--- src/pwm_channel_pkg.sv ---
// constants for one pulse-width-modulation channel register block
// assumes a plain strobe register port and a single mclk domain
// Behaviour
// - status bit 0 reads channel running
// - status bit 8 reports idle level
// - status bit 9 reports period start level
// - hold bit keeps last level on stop
// - status bit 11 reports interval mode
// - status bits 24-29 report stretch bits
// - mask register holds five source enables
// - raw status shows pending, ignores writes
// - masked status is pending and enable
// - clear register ones clear pending flags
// - first divider divides by two to N
// - second divider divides by M plus one
// - active divider register mirrors divider used
// - active period register shows period used
package pwm_channel_pkg;
  // ****************************************
  // register offsets (byte addresses)
  // ****************************************
  localparam logic [7:0] run_status_off     = 8'h14;
  localparam logic [7:0] interrupt_mask_off = 8'h18;
  localparam logic [7:0] raw_irq_off        = 8'h1C;
  localparam logic [7:0] masked_irq_off     = 8'h20;
  localparam logic [7:0] interrupt_clr_off  = 8'h24;
  localparam logic [7:0] clock_divider_off  = 8'h28;
  localparam logic [7:0] period_value_off   = 8'h2C;
  localparam logic [7:0] pulse_value_off    = 8'h30;
  localparam logic [7:0] active_div_off     = 8'h34;
  localparam logic [7:0] active_period_off  = 8'h38;
  localparam logic [7:0] active_pulse_off   = 8'h3C;
  localparam logic [7:0] channel_ctrl_off   = 8'h40;
  // ****************************************
  // field positions
  // ****************************************
  localparam int run_bit      = 0;
  localparam int idle_bit     = 8;
  localparam int start_bit    = 9;
  localparam int hold_bit     = 10;
  localparam int interval_bit = 11;
  localparam int stretch_lsb  = 24;
  localparam int div_n_lsb    = 0;
  localparam int div_m_lsb    = 4;
  // interrupt source positions
  localparam int ev_run_begin    = 0;
  localparam int ev_run_end      = 1;
  localparam int ev_period_begin = 2;
  localparam int ev_period_end   = 3;
  localparam int ev_pulse_match  = 4;
  localparam int num_events      = 5;
  // ****************************************
  // reset values
  // ****************************************
  localparam logic [31:0] reg_reset = 32'h0000_0000;
endpackage

--- src/pwm_channel_status_irq_regs.sv ---
// one pwm channel: registers, two-stage divider, counter, interrupts
// assumes strobes from logic on mclk; output drives an external load
//
// Implementation choice: the address-and-strobe port.
`timescale 1ns/10ps
module pwm_channel_status_irq_regs (
  input  wire logic        mclk,
  input  wire logic        reset_n,
  input  wire logic [7:0]  addr,
  input  wire logic [31:0] wdata,
  input  wire logic        wr,
  input  wire logic        rd,
  output logic      [31:0] rdata,
  output logic             pwm_out,
  output logic             irq
);
  import pwm_channel_pkg::*;

  // ****************************************
  // state
  // ****************************************
  typedef struct packed {
    logic        run;        // channel running
    logic        idle;       // idle output level
    logic        start_lvl;  // level at start of each period
    logic        hold;       // hold last level on stop
    logic        interval;   // one period then stop
    logic [5:0]  ex;         // cycle-stretch bits
    logic [4:0]  mask;       // interrupt enables
    logic [4:0]  raw;        // pending flags
    logic [3:0]  div_n;      // programmed power-of-two divider
    logic [10:0] div_m;      // programmed linear divider
    logic [15:0] period;     // programmed period
    logic [15:0] pulse;      // programmed pulse
    logic [3:0]  act_n;      // divider in force
    logic [10:0] act_m;
    logic [15:0] act_period; // period in force
    logic [15:0] act_pulse;  // pulse in force
    logic [15:0] pre_cnt;    // power-of-two stage
    logic [10:0] m_cnt;      // linear stage
    logic [15:0] cnt;        // period counter
    logic [5:0]  cyc;        // stretch cycle number
    logic        out;
    logic        irq;
    logic [31:0] rdata;
  } state_t;

  state_t s;       // registered state
  state_t next_s;  // next state
  logic [4:0] ev;  // events this cycle

  // ****************************************
  // helpers
  // ****************************************
  // terminal count of the power-of-two stage
  function automatic logic [15:0] pow2_last(input logic [3:0] n);
    pow2_last = 16'((17'h1 << n) - 17'h1);
  endfunction

  // cycle c gets one extra tick when the bit for its
  // lowest set position is on; cycle 0 is never stretched
  function automatic logic stretched(input logic [5:0] c,
                                     input logic [5:0] e);
    logic hit;
    logic found;
    hit = 1'b0;
    found = 1'b0;
    for (int i = 0; i < 6; i++) begin
      if (c[i] && !found) begin
        hit = e[5 - i];
        found = 1'b1;
      end
    end
    stretched = hit;
  endfunction

  // status word in shared layout of control and status
  function automatic logic [31:0] conf_word(input state_t v);
    logic [31:0] w;
    w = reg_reset;
    w[run_bit] = v.run;
    w[idle_bit] = v.idle;
    w[start_bit] = v.start_lvl;
    w[hold_bit] = v.hold;
    w[interval_bit] = v.interval;
    w[stretch_lsb +: 6] = v.ex;
    conf_word = w;
  endfunction

  // ****************************************
  // next-state logic
  // ****************************************
  always_comb begin
    logic        pre_done;
    logic        tick;
    logic        last;
    logic [16:0] pulse_eff;
    logic        lvl;
    logic        stop;
    logic        go;
    next_s = s;
    ev = 5'h00;
    stop = 1'b0;
    go = 1'b0;
    next_s.rdata = reg_reset;
    pre_done = s.pre_cnt == pow2_last(s.act_n);
    tick = s.run && pre_done && (s.m_cnt == s.act_m);
    last = 17'(s.cnt) + 17'h1 >= 17'(s.act_period);
    pulse_eff = 17'(s.act_pulse) +
                17'(stretched(s.cyc, s.ex));
    lvl = (17'(s.cnt) < pulse_eff) ? s.start_lvl : !s.start_lvl;
    if (s.run) begin
      next_s.pre_cnt = pre_done ? 16'h0000 : 16'(s.pre_cnt + 16'h1);
      if (pre_done) begin
        next_s.m_cnt = (s.m_cnt == s.act_m) ? 11'h000
                                            : 11'(s.m_cnt + 11'h1);
      end
      next_s.out = lvl;
    end
    if (tick) begin
      if (s.cnt == 16'h0000) begin
        ev[ev_period_begin] = 1'b1;
      end
      if (s.cnt == s.act_pulse) begin
        ev[ev_pulse_match] = 1'b1;
      end
      if (last) begin
        // new divider, period and pulse settings take effect at the period boundary so a
        // period never mixes their old and new values
        ev[ev_period_end] = 1'b1;
        next_s.cnt = 16'h0000;
        next_s.cyc = 6'(s.cyc + 6'h1);
        next_s.act_n = s.div_n;
        next_s.act_m = s.div_m;
        next_s.act_period = s.period;
        next_s.act_pulse = s.pulse;
        stop = s.interval;
      end else begin
        next_s.cnt = 16'(s.cnt + 16'h1);
      end
    end
    // ---------- register writes ----------
    if (wr) begin
      if (addr == interrupt_mask_off) begin
        next_s.mask = wdata[num_events-1:0];
      end else if (addr == clock_divider_off) begin
        next_s.div_n = wdata[div_n_lsb +: 4];
        next_s.div_m = wdata[div_m_lsb +: 11];
      end else if (addr == period_value_off) begin
        next_s.period = wdata[15:0];
      end else if (addr == pulse_value_off) begin
        next_s.pulse = wdata[15:0];
      end else if (addr == channel_ctrl_off) begin
        next_s.idle = wdata[idle_bit];
        next_s.start_lvl = wdata[start_bit];
        next_s.hold = wdata[hold_bit];
        next_s.interval = wdata[interval_bit];
        next_s.ex = wdata[stretch_lsb +: 6];
        go = wdata[run_bit] && !s.run;
        stop = stop || (!wdata[run_bit] && s.run);
      end
      // raw and masked status ignore writes
      // no write path to pending flags there
    end
    // ---------- start and stop ----------
    if (go) begin
      ev[ev_run_begin] = 1'b1;
      next_s.run = 1'b1;
      next_s.pre_cnt = 16'h0000;
      next_s.m_cnt = 11'h000;
      next_s.cnt = 16'h0000;
      next_s.cyc = 6'h00;
      next_s.act_n = s.div_n;
      next_s.act_m = s.div_m;
      next_s.act_period = s.period;
      next_s.act_pulse = s.pulse;
    end else if (stop && s.run) begin
      ev[ev_run_end] = 1'b1;
      next_s.run = 1'b0;
      // hold keeps the final level
      // a stop may carry new hold and idle bits in the same write,
      // so the written values decide, not the ones being replaced
      next_s.out = next_s.hold ? s.out : next_s.idle;
    end else if (!s.run && !next_s.hold) begin
      next_s.out = next_s.idle;
    end
    // ---------- pending flags ----------
    // a one clears; a new event wins over it
    if (wr && addr == interrupt_clr_off) begin
      next_s.raw = s.raw & ~wdata[num_events-1:0];
    end
    next_s.raw = next_s.raw | ev;
    next_s.irq = |(next_s.raw & next_s.mask);
    // ---------- register reads ----------
    if (rd) begin
      if (addr == run_status_off) begin
        next_s.rdata = conf_word(s);
      end else if (addr == channel_ctrl_off) begin
        next_s.rdata = conf_word(s);
      end else if (addr == interrupt_mask_off) begin
        next_s.rdata = 32'(s.mask);
      end else if (addr == raw_irq_off) begin
        next_s.rdata = 32'(s.raw);
      end else if (addr == masked_irq_off) begin
        next_s.rdata = 32'(s.raw & s.mask);
      end else if (addr == clock_divider_off) begin
        next_s.rdata = 32'({s.div_m, s.div_n});
      end else if (addr == period_value_off) begin
        next_s.rdata = 32'(s.period);
      end else if (addr == pulse_value_off) begin
        next_s.rdata = 32'(s.pulse);
      end else if (addr == active_div_off) begin
        next_s.rdata = 32'({s.act_m, s.act_n});
      end else if (addr == active_period_off) begin
        next_s.rdata = 32'(s.act_period);
      end else if (addr == active_pulse_off) begin
        next_s.rdata = 32'(s.act_pulse);
      end else begin
        // unmapped offsets read zero
        next_s.rdata = reg_reset;
      end
    end
  end

  // ****************************************
  // state register
  // ****************************************
  always_ff @(posedge mclk or negedge reset_n) begin
    if (!reset_n) begin
      s <= '0;
    end else begin
      s <= next_s;
    end
  end

  assign rdata = s.rdata;
  assign pwm_out = s.out;
  assign irq = s.irq;

  // ****************************************
  // checks
  // ****************************************
  property p_run_read;
    @(posedge mclk) disable iff (!reset_n)
    rd && addr == run_status_off |=> rdata[run_bit] == $past(s.run);
  endproperty
  a_run_read: assert property (p_run_read)
    else $error("status run bit wrong");

  property p_idle_read;
    @(posedge mclk) disable iff (!reset_n)
    rd && addr == run_status_off |=> rdata[idle_bit] == $past(s.idle);
  endproperty
  a_idle_read: assert property (p_idle_read)
    else $error("status idle bit wrong");

  property p_start_read;
    @(posedge mclk) disable iff (!reset_n)
    rd && addr == run_status_off
      |=> rdata[start_bit] == $past(s.start_lvl);
  endproperty
  a_start_read: assert property (p_start_read)
    else $error("status start level bit wrong");

  property p_hold_stop;
    @(posedge mclk) disable iff (!reset_n)
    s.run && !next_s.run && next_s.hold |=> pwm_out == $past(pwm_out);
  endproperty
  a_hold_stop: assert property (p_hold_stop)
    else $error("output not held on stop");

  property p_idle_stop;
    @(posedge mclk) disable iff (!reset_n)
    s.run && !next_s.run && !next_s.hold
      |=> pwm_out == $past(next_s.idle);
  endproperty
  a_idle_stop: assert property (p_idle_stop)
    else $error("output not at idle level after stop");

  property p_mask_write;
    @(posedge mclk) disable iff (!reset_n)
    wr && addr == interrupt_mask_off
      |=> s.mask == $past(wdata[num_events-1:0]);
  endproperty
  a_mask_write: assert property (p_mask_write)
    else $error("mask write lost");

  property p_masked_read;
    @(posedge mclk) disable iff (!reset_n)
    rd && addr == masked_irq_off
      |=> rdata[4:0] == $past(s.raw & s.mask);
  endproperty
  a_masked_read: assert property (p_masked_read)
    else $error("masked status wrong");

  property p_clear;
    @(posedge mclk) disable iff (!reset_n)
    wr && addr == interrupt_clr_off && wdata[0] && !ev[0]
      |=> !s.raw[0];
  endproperty
  a_clear: assert property (p_clear)
    else $error("pending flag not cleared");

  property p_sticky;
    @(posedge mclk) disable iff (!reset_n)
    s.raw[ev_period_end] && !(wr && addr == interrupt_clr_off)
      |=> s.raw[ev_period_end];
  endproperty
  a_sticky: assert property (p_sticky)
    else $error("pending flag dropped");

  property p_active_div;
    @(posedge mclk) disable iff (!reset_n)
    rd && addr == active_div_off
      |=> rdata[14:0] == $past({s.act_m, s.act_n});
  endproperty
  a_active_div: assert property (p_active_div)
    else $error("active divider read wrong");

  property p_irq_out;
    @(posedge mclk) disable iff (!reset_n)
    ##1 irq == |($past(next_s.raw & next_s.mask));
  endproperty
  a_irq_out: assert property (p_irq_out)
    else $error("interrupt output wrong");

  property p_mask_read;
    @(posedge mclk) disable iff (!reset_n)
    rd && addr == interrupt_mask_off
      |=> rdata[num_events-1:0] == $past(s.mask);
  endproperty
  a_mask_read: assert property (p_mask_read)
    else $error("mask read wrong");

  property p_raw_read;
    @(posedge mclk) disable iff (!reset_n)
    rd && addr == raw_irq_off
      |=> rdata[num_events-1:0] == $past(s.raw);
  endproperty
  a_raw_read: assert property (p_raw_read)
    else $error("raw status read wrong");

  property p_raw_no_write;
    @(posedge mclk) disable iff (!reset_n)
    wr && (addr == raw_irq_off || addr == masked_irq_off)
      |=> s.raw == ($past(s.raw) | $past(ev));
  endproperty
  a_raw_no_write: assert property (p_raw_no_write)
    else $error("status write changed pending flags");

  property p_interval_read;
    @(posedge mclk) disable iff (!reset_n)
    rd && addr == run_status_off
      |=> rdata[interval_bit] == $past(s.interval);
  endproperty
  a_interval_read: assert property (p_interval_read)
    else $error("status interval bit wrong");

  property p_stretch_read;
    @(posedge mclk) disable iff (!reset_n)
    rd && addr == run_status_off
      |=> rdata[stretch_lsb +: 6] == $past(s.ex);
  endproperty
  a_stretch_read: assert property (p_stretch_read)
    else $error("status stretch bits wrong");

  property p_period_read;
    @(posedge mclk) disable iff (!reset_n)
    rd && addr == active_period_off
      |=> rdata[15:0] == $past(s.act_period);
  endproperty
  a_period_read: assert property (p_period_read)
    else $error("active period read wrong");
endmodule

--- config.mk ---
export PLATFORM = sky130hd
export DESIGN_NAME = pwm_channel_status_irq_regs
export DESIGN_NICKNAME = d
export VERILOG_FILES = /design/src/pwm_channel_pkg.sv /design/src/pwm_channel_status_irq_regs.sv
export SDC_FILE = /design/constraint.sdc
export NUM_CORES = 1
export LEC_CHECK = 0
export ABC_CLOCK_PERIOD_IN_PS = 10900
export BUFFER_PORTS_ARGS = -buffer_cell sky130_fd_sc_hd__buf_2
export CAP_MARGIN = 10
export CORE_AREA = 2 2 140 142
export DETAILED_ROUTE_END_ITERATION = 12
export DIE_AREA = 0 0 142 144
export PLACE_DENSITY = 0.79
export SYNTH_ARGS = -nofsm -noshare
export SYNTH_HDL_FRONTEND = slang
export SYNTH_SLANG_ARGS = --single-unit
--- constraint.sdc ---
create_clock -name mclk -period 10.9 [get_ports mclk]
set_input_delay 1.635 -clock mclk [delete_from_list [all_inputs] [get_ports mclk]]
set_output_delay 1.635 -clock mclk [all_outputs]
set_load 0.05 [all_outputs]
After elaboration in Yosys (flattened, before gate mapping)
Cells that the tools add are included.

Bits in registers: 198. Bits of input ports: 44. Output and inout bits: 34.

Shifts and indexed selects: 1. Equal/unequal tests: 16. Bitwise logic cells: 9. Add/subtract/negate cells: 7. Reductions and logical operators: 35. Magnitude comparators: 2. Mux-type cells: 70.

Operators by type and width (number): $mux W16 (11); $mux W96 (1); $mux W47 (2); $mux W30 (3); $eq A8 B6 Y1 const B (8); $mux W10 (5); $mux W1 (39); $add A16 B1 Y16 const B (2); $eq A16 B16 Y1 (2); $mux W27 (1); $eq A8 B5 Y1 const B (3); $mux W11 (2); $mux W22 (1); $add A16 B1 Y17 (1); $add A16 B1 Y17 const B (1); $ge A17 B16 Y1 (1); $lt A16 B17 Y1 (1); $logic_not A16 Y1 (1); $shl A1 B4 Y16 const A (1); $sub A16 B1 Y16 const B (1); $and A5 B5 Y5 (3); $mux W15 (1); $logic_and A1 B1 Y1 (12); $add A11 B1 Y11 const B (1); other kinds (19) (36).

Depth between registers and ports, before layout
Word-level depth: 23. Depth in mapped cells: 20. Gate-level depth less buffers: 20.

Worst setup path after synthesis
Ideal clock, no wire load.

Path kind: register to register. From: register s[42] (netlist name). To: register s[114] (netlist name). Cell stages (with the launch flop): 18. Setup time: 125 ps. Path slack: 6971 ps. Arrival time: 3803 ps. Period minus slack after synthesis: 3929 ps. Buffers on the path: 3. Path through: dfrtp_1 > clkbuf_1 > nand3_1 > nor3_1 > and3_1 > nand3_1 > nor2_1 > xor2_1 > ha_1 > nand3_1 > nor4_1 > a211oi_1 > o211ai_1 > nor2_1 > nor2_4 > buf_6 > buf_12 > mux2_4.

Word-level cells in the longest chain between the ends: 4.

RTL lines: from (decl) (line pwm_channel_status_irq_regs.sv:48) `state_t s;`; from (signal assigned) (line pwm_channel_status_irq_regs.sv:232) `s <= next_s;`; $add A16 B1 Y17 (line pwm_channel_status_irq_regs.sv:108) `last = 17'(s.cnt) + 17'h1 >= 17'(s.act_period);`; $ge A17 B16 Y1 (line pwm_channel_status_irq_regs.sv:108); $reduce_bool A2 Y1 (no source line); $reduce_and A2 Y1 (no source line).

No other way between the ends. A chain may end at the register's enable or synchronous reset.

Worst setup path after layout
From: input addr[2]. To: register s[97] (netlist name).

Word-level cells in the longest chain between the ends: 9. Elaborated cells on any way between the ends: 15. Classes of those cells: 5 x eq/ne; 7 x mux; 3 x reduce/logical.

RTL lines: from (decl) (line pwm_channel_status_irq_regs.sv:9) `input wire logic [7:0] addr,`; $eq A8 B7 Y1 (line pwm_channel_status_irq_regs.sv:153) `end else if (addr == channel_ctrl_off) begin`; $mux W1 (line pwm_channel_status_irq_regs.sv:153); $mux W1 (line pwm_channel_status_irq_regs.sv:151) `end else if (addr == pulse_value_off) begin`; $mux W1 (line pwm_channel_status_irq_regs.sv:149) `end else if (addr == period_value_off) begin`; $mux W1 (line pwm_channel_status_irq_regs.sv:146) `end else if (addr == clock_divider_off) begin`; $mux W1 * (line pwm_channel_status_irq_regs.sv:144) `if (addr == interrupt_mask_off) begin`; $mux W1 * (line pwm_channel_status_irq_regs.sv:143) `if (wr) begin`; $reduce_bool A2 Y1 (no source line); $reduce_and A2 Y1 (no source line).

Mark *: on every way between the ends. The rest lies on a longest branch, timed or not.

==> flow_summary.yaml <==
logic_synthesis:
  synth_area_sq_um: 11200
  async_flop_share_pct: 100
  ys_seq_area_share_pct: 41.9
  synth_area_leaders: "dfrtp_1 (42%), mux2_2 (8.3%), ha_1 (4.6%), nand2_1 (3.9%), xnor2_1 (3.0%)"
  yosysTopAreaCell: "dfrtp_1"
  synth_top_family_by_area: "simple AND/OR/NAND/NOR gates"
  yosysUniqueCellTypes: 80
  yosys.area_share.simple_pct: 18.1
  synthMuxAreaShare_pct: 12.3
  synth_edf_count: 0
  synth_cells: 1141
  synth_seq_cells: 188
  synth_ff_type: "dfrtp_1"
  synthAdderAreaFrac_pct: 4.57
  synth_top_area_share_pct: 41.9
  synth-xor-area-share_pct: 5.93
  synth-compound-area-share_pct: 11.2
  synth.avg_cell_area_sq_um: 9.85
  ys_warn_count: 0
clock_tree:
  h-tree-depth: 4
  numCtsBuffers: 17
  ctsHoldBuffers: 0
  root_buffer: "clkbuf_16"
  cts_resized: 0
  cts_num_sinks: 188
  clk_path_buf_depth: 2
  clkLatencyLatePin_ns: 0.44
  tritoncts: "built"
  cts.clk_slew.worst_paths_ns: 0.07
  post_cts_buffers: 0
power:
  pwr-share-comb_pct: 11.3
  ir_drop_uv: 109
  p_switching_mw: 0.448
  power_frac_seq_pct: 48.3
  swShare_pct: 27.8
  p_int_mw: 1.16
  p_leak_nw: 5.70
  p_clk_share_pct: 40.4
  p_per_area_nw_per_um2: 134
critical_path:
  rrSetupSlack_ns: 5.87
  slowest_stage: "nor3b_1"
  worst_setup_path_end_kind: "flip-flop"
  cp_max_fo: 42
  reg2regPathDepth: 16
  startpoint: "addr[2]"
  crit_type: "in -> reg"
  rr_endpoint: "s[97]"
  crit_required_ns: 11.22
  start_kind: "input pin"
  worst_path_largest_cell_delay_ns: 0.70
  r2r_start: "s[42]"
  critical_path_arrival_ns: 5.42
  cp_top_family: "simple AND/OR/NAND/NOR gates"
  worst-path-buf-inv: 2
  path_cells: "buf_2, nor3b_1, nand4_1, nor2_1, nor2_2, nor2_4, buf_4, mux2_2"
timing:
  finalCriticalPeriod_ns: 5.10
  setup_violations: 0
  rsz0062_at_grt: "false"
  drv_slew: 0
  fin_crit_sh_pct: 46.7
  finalWorstSetupSlack_ns: 5.80
  fmax_ghz: 0.196
  worst_pin_slew_ns: 1.20
  setup_tns_ns: 0
  skew_ns: 0.0108
  hold_viol_final: 0
  slew_headroom_pct: 20.0
final_layout:
  syn_to_final_growth_pct: 6.81
  num-nets-final: 1227
  final_area_sq_um: 12000
  antenna_cells: 0
  post_route_cells_drive_above_1_share_pct: 18.5
grt:
  grt_pass1_wl_um: 44700
  grt_max_degree: 107
  antenna_found_initial: 1
  grt_pass1_vias: 8411
  grt_overflow: 0
  track_usage_pct: 28.3
drt:
  wl_per_cell_um: 20.0
  first_iter_violations: 806
  wl_um: 27900
  met2_length_um: 13200
  route.met3.wl_um: 1640
  highest_layer: "met5"
  via_per_inst: 6.27
  num_vias: 8741
  drcViolationCount: 0
  drtAntennaViolNets: 0
  drt-met1-wl_um: 11900
  firstDrtPassIters: 5
worst_hold_path:
  hold_end: "s[192]"
  holdCritStartpoint: "s[192]"
  hp-class: "reg -> reg"
  hold_path_depth: 2
run_status:
  outcome: "completed"
floorplanning:
  die-width_um: 142
  die_area_sq_um: 20400
  ios: 78
  core-area_sq_um: 19100
  rows: 51
  die_h_um: 144
  initial_utilization_pct: 58.9
placed_design:
  dp_hpwl_um: 19300
  globalplace.congestion: 0.909
  port_buffers: 57
  pre_cts_ws_ns: 5.55
  placed_area_sq_um: 11400
job:
  maxCapViolations: 0
[metrics by stage]
stage	cells	power [mW]	hold slack (ns)	util, %
after floorplan	1150	0.912	0.448	-
after detailed placement	1361	0.972	0.484	59.7
after CTS	1393	1.62	0.505	62.9
after global placement	1361	0.964	0.479	59.7
final	1393	1.61	0.502	62.9
after global routing	1393	1.67	0.522	62.9
[worst register-to-register path: cells and delay by family (launching register included)]
family          cells  cell delay (ns)
simple gates        9             2.24
buf+inv             2             0.84
flops               1             0.58
mux                 1             0.45
compound gates      2             0.39
fa+ha+maj           1             0.31
xor+xnor            1             0.10
[synth_stat cells, drive strengths merged (16+ instances only)]
library cell and number:
dfrtp 188, nand2 116, mux2 102, nor2 84, buf 54, o21ai 53
ha 41, nand3 40, clkbuf 38, xnor2 38, xor2 38, a21oi 37
inv 36, nand4 27, and3 26, nor3 20, mux2i 16
[final cells by class]
class | count | area, sq um
Clock buffer | 18 | 439
Clock inverter | 14 | 175
Fill cell | 1517 | 7080
Inverter | 36 | 135
Multi-Input combinational cell | 834 | 5890
Sequential cell | 188 | 4700
Tap cell | 238 | 298
Timing Repair Buffer | 65 | 354
[layout by cell type, fill, tap and decap left out, drive strengths merged, types with 19 or more instances in the layout]
cell    instances
dfrtp         188
nand2         116
mux2          102
nor2           84
buf            64
o21ai          53
inv            43
ha             41
nand3          40
xor2           38
xnor2          38
a21oi          37
nand4          27
and3           26
nor3           20
clkbuf         19
[power groups by stage]
| stage | Sequential, mW | Combinational (mW) | Clock [mW] |
|---|---|---|---|
| after floorplan | 0.780 | 0.132 | 0 |
| after global routing | 0.785 | 0.201 | 0.689 |
| after global placement | 0.790 | 0.174 | 0 |
| after CTS | 0.778 | 0.182 | 0.661 |
| final | 0.779 | 0.181 | 0.651 |
| after detailed placement | 0.791 | 0.180 | 0 |
[layer usage]
| metal | GRT usage (%) | vias to the layer above |
|---|---|---|
| li1 | - | 4033 |
| met1 | 37.0 | 4341 |
| met2 | 45.5 | 292 |
| met3 | 6.03 | 73 |
| met4 | 13.1 | 2 |
| met5 | 0 | - |
[flip-flops by register name (all words and copies together), names as in the netlist]
name,cells
pwm_out,1
irq,1
rdata,22
s,164
[kinds of logic after synthesis]
logic type,count (synthesis)
flops,188
xor+xnor,76
simple gates,399
buf+inv,128
compound gates,190
other cells,1
fa+ha+maj,41
mux,118
[how the worst max path moves through the flow]
stage | endpoint | slack [ns] | cells after the start
after floorplan | s[114] | 6.97 | 17
after detailed placement | s[107] | 5.55 | 8
after CTS | s[97] | 5.92 | 16
final | s[97] | 5.80 | 8
after global placement | s[113] | 5.56 | 8
after global routing | s[97] | 5.44 | 16
No activity file was read; power rests on OpenSTA's default activity.
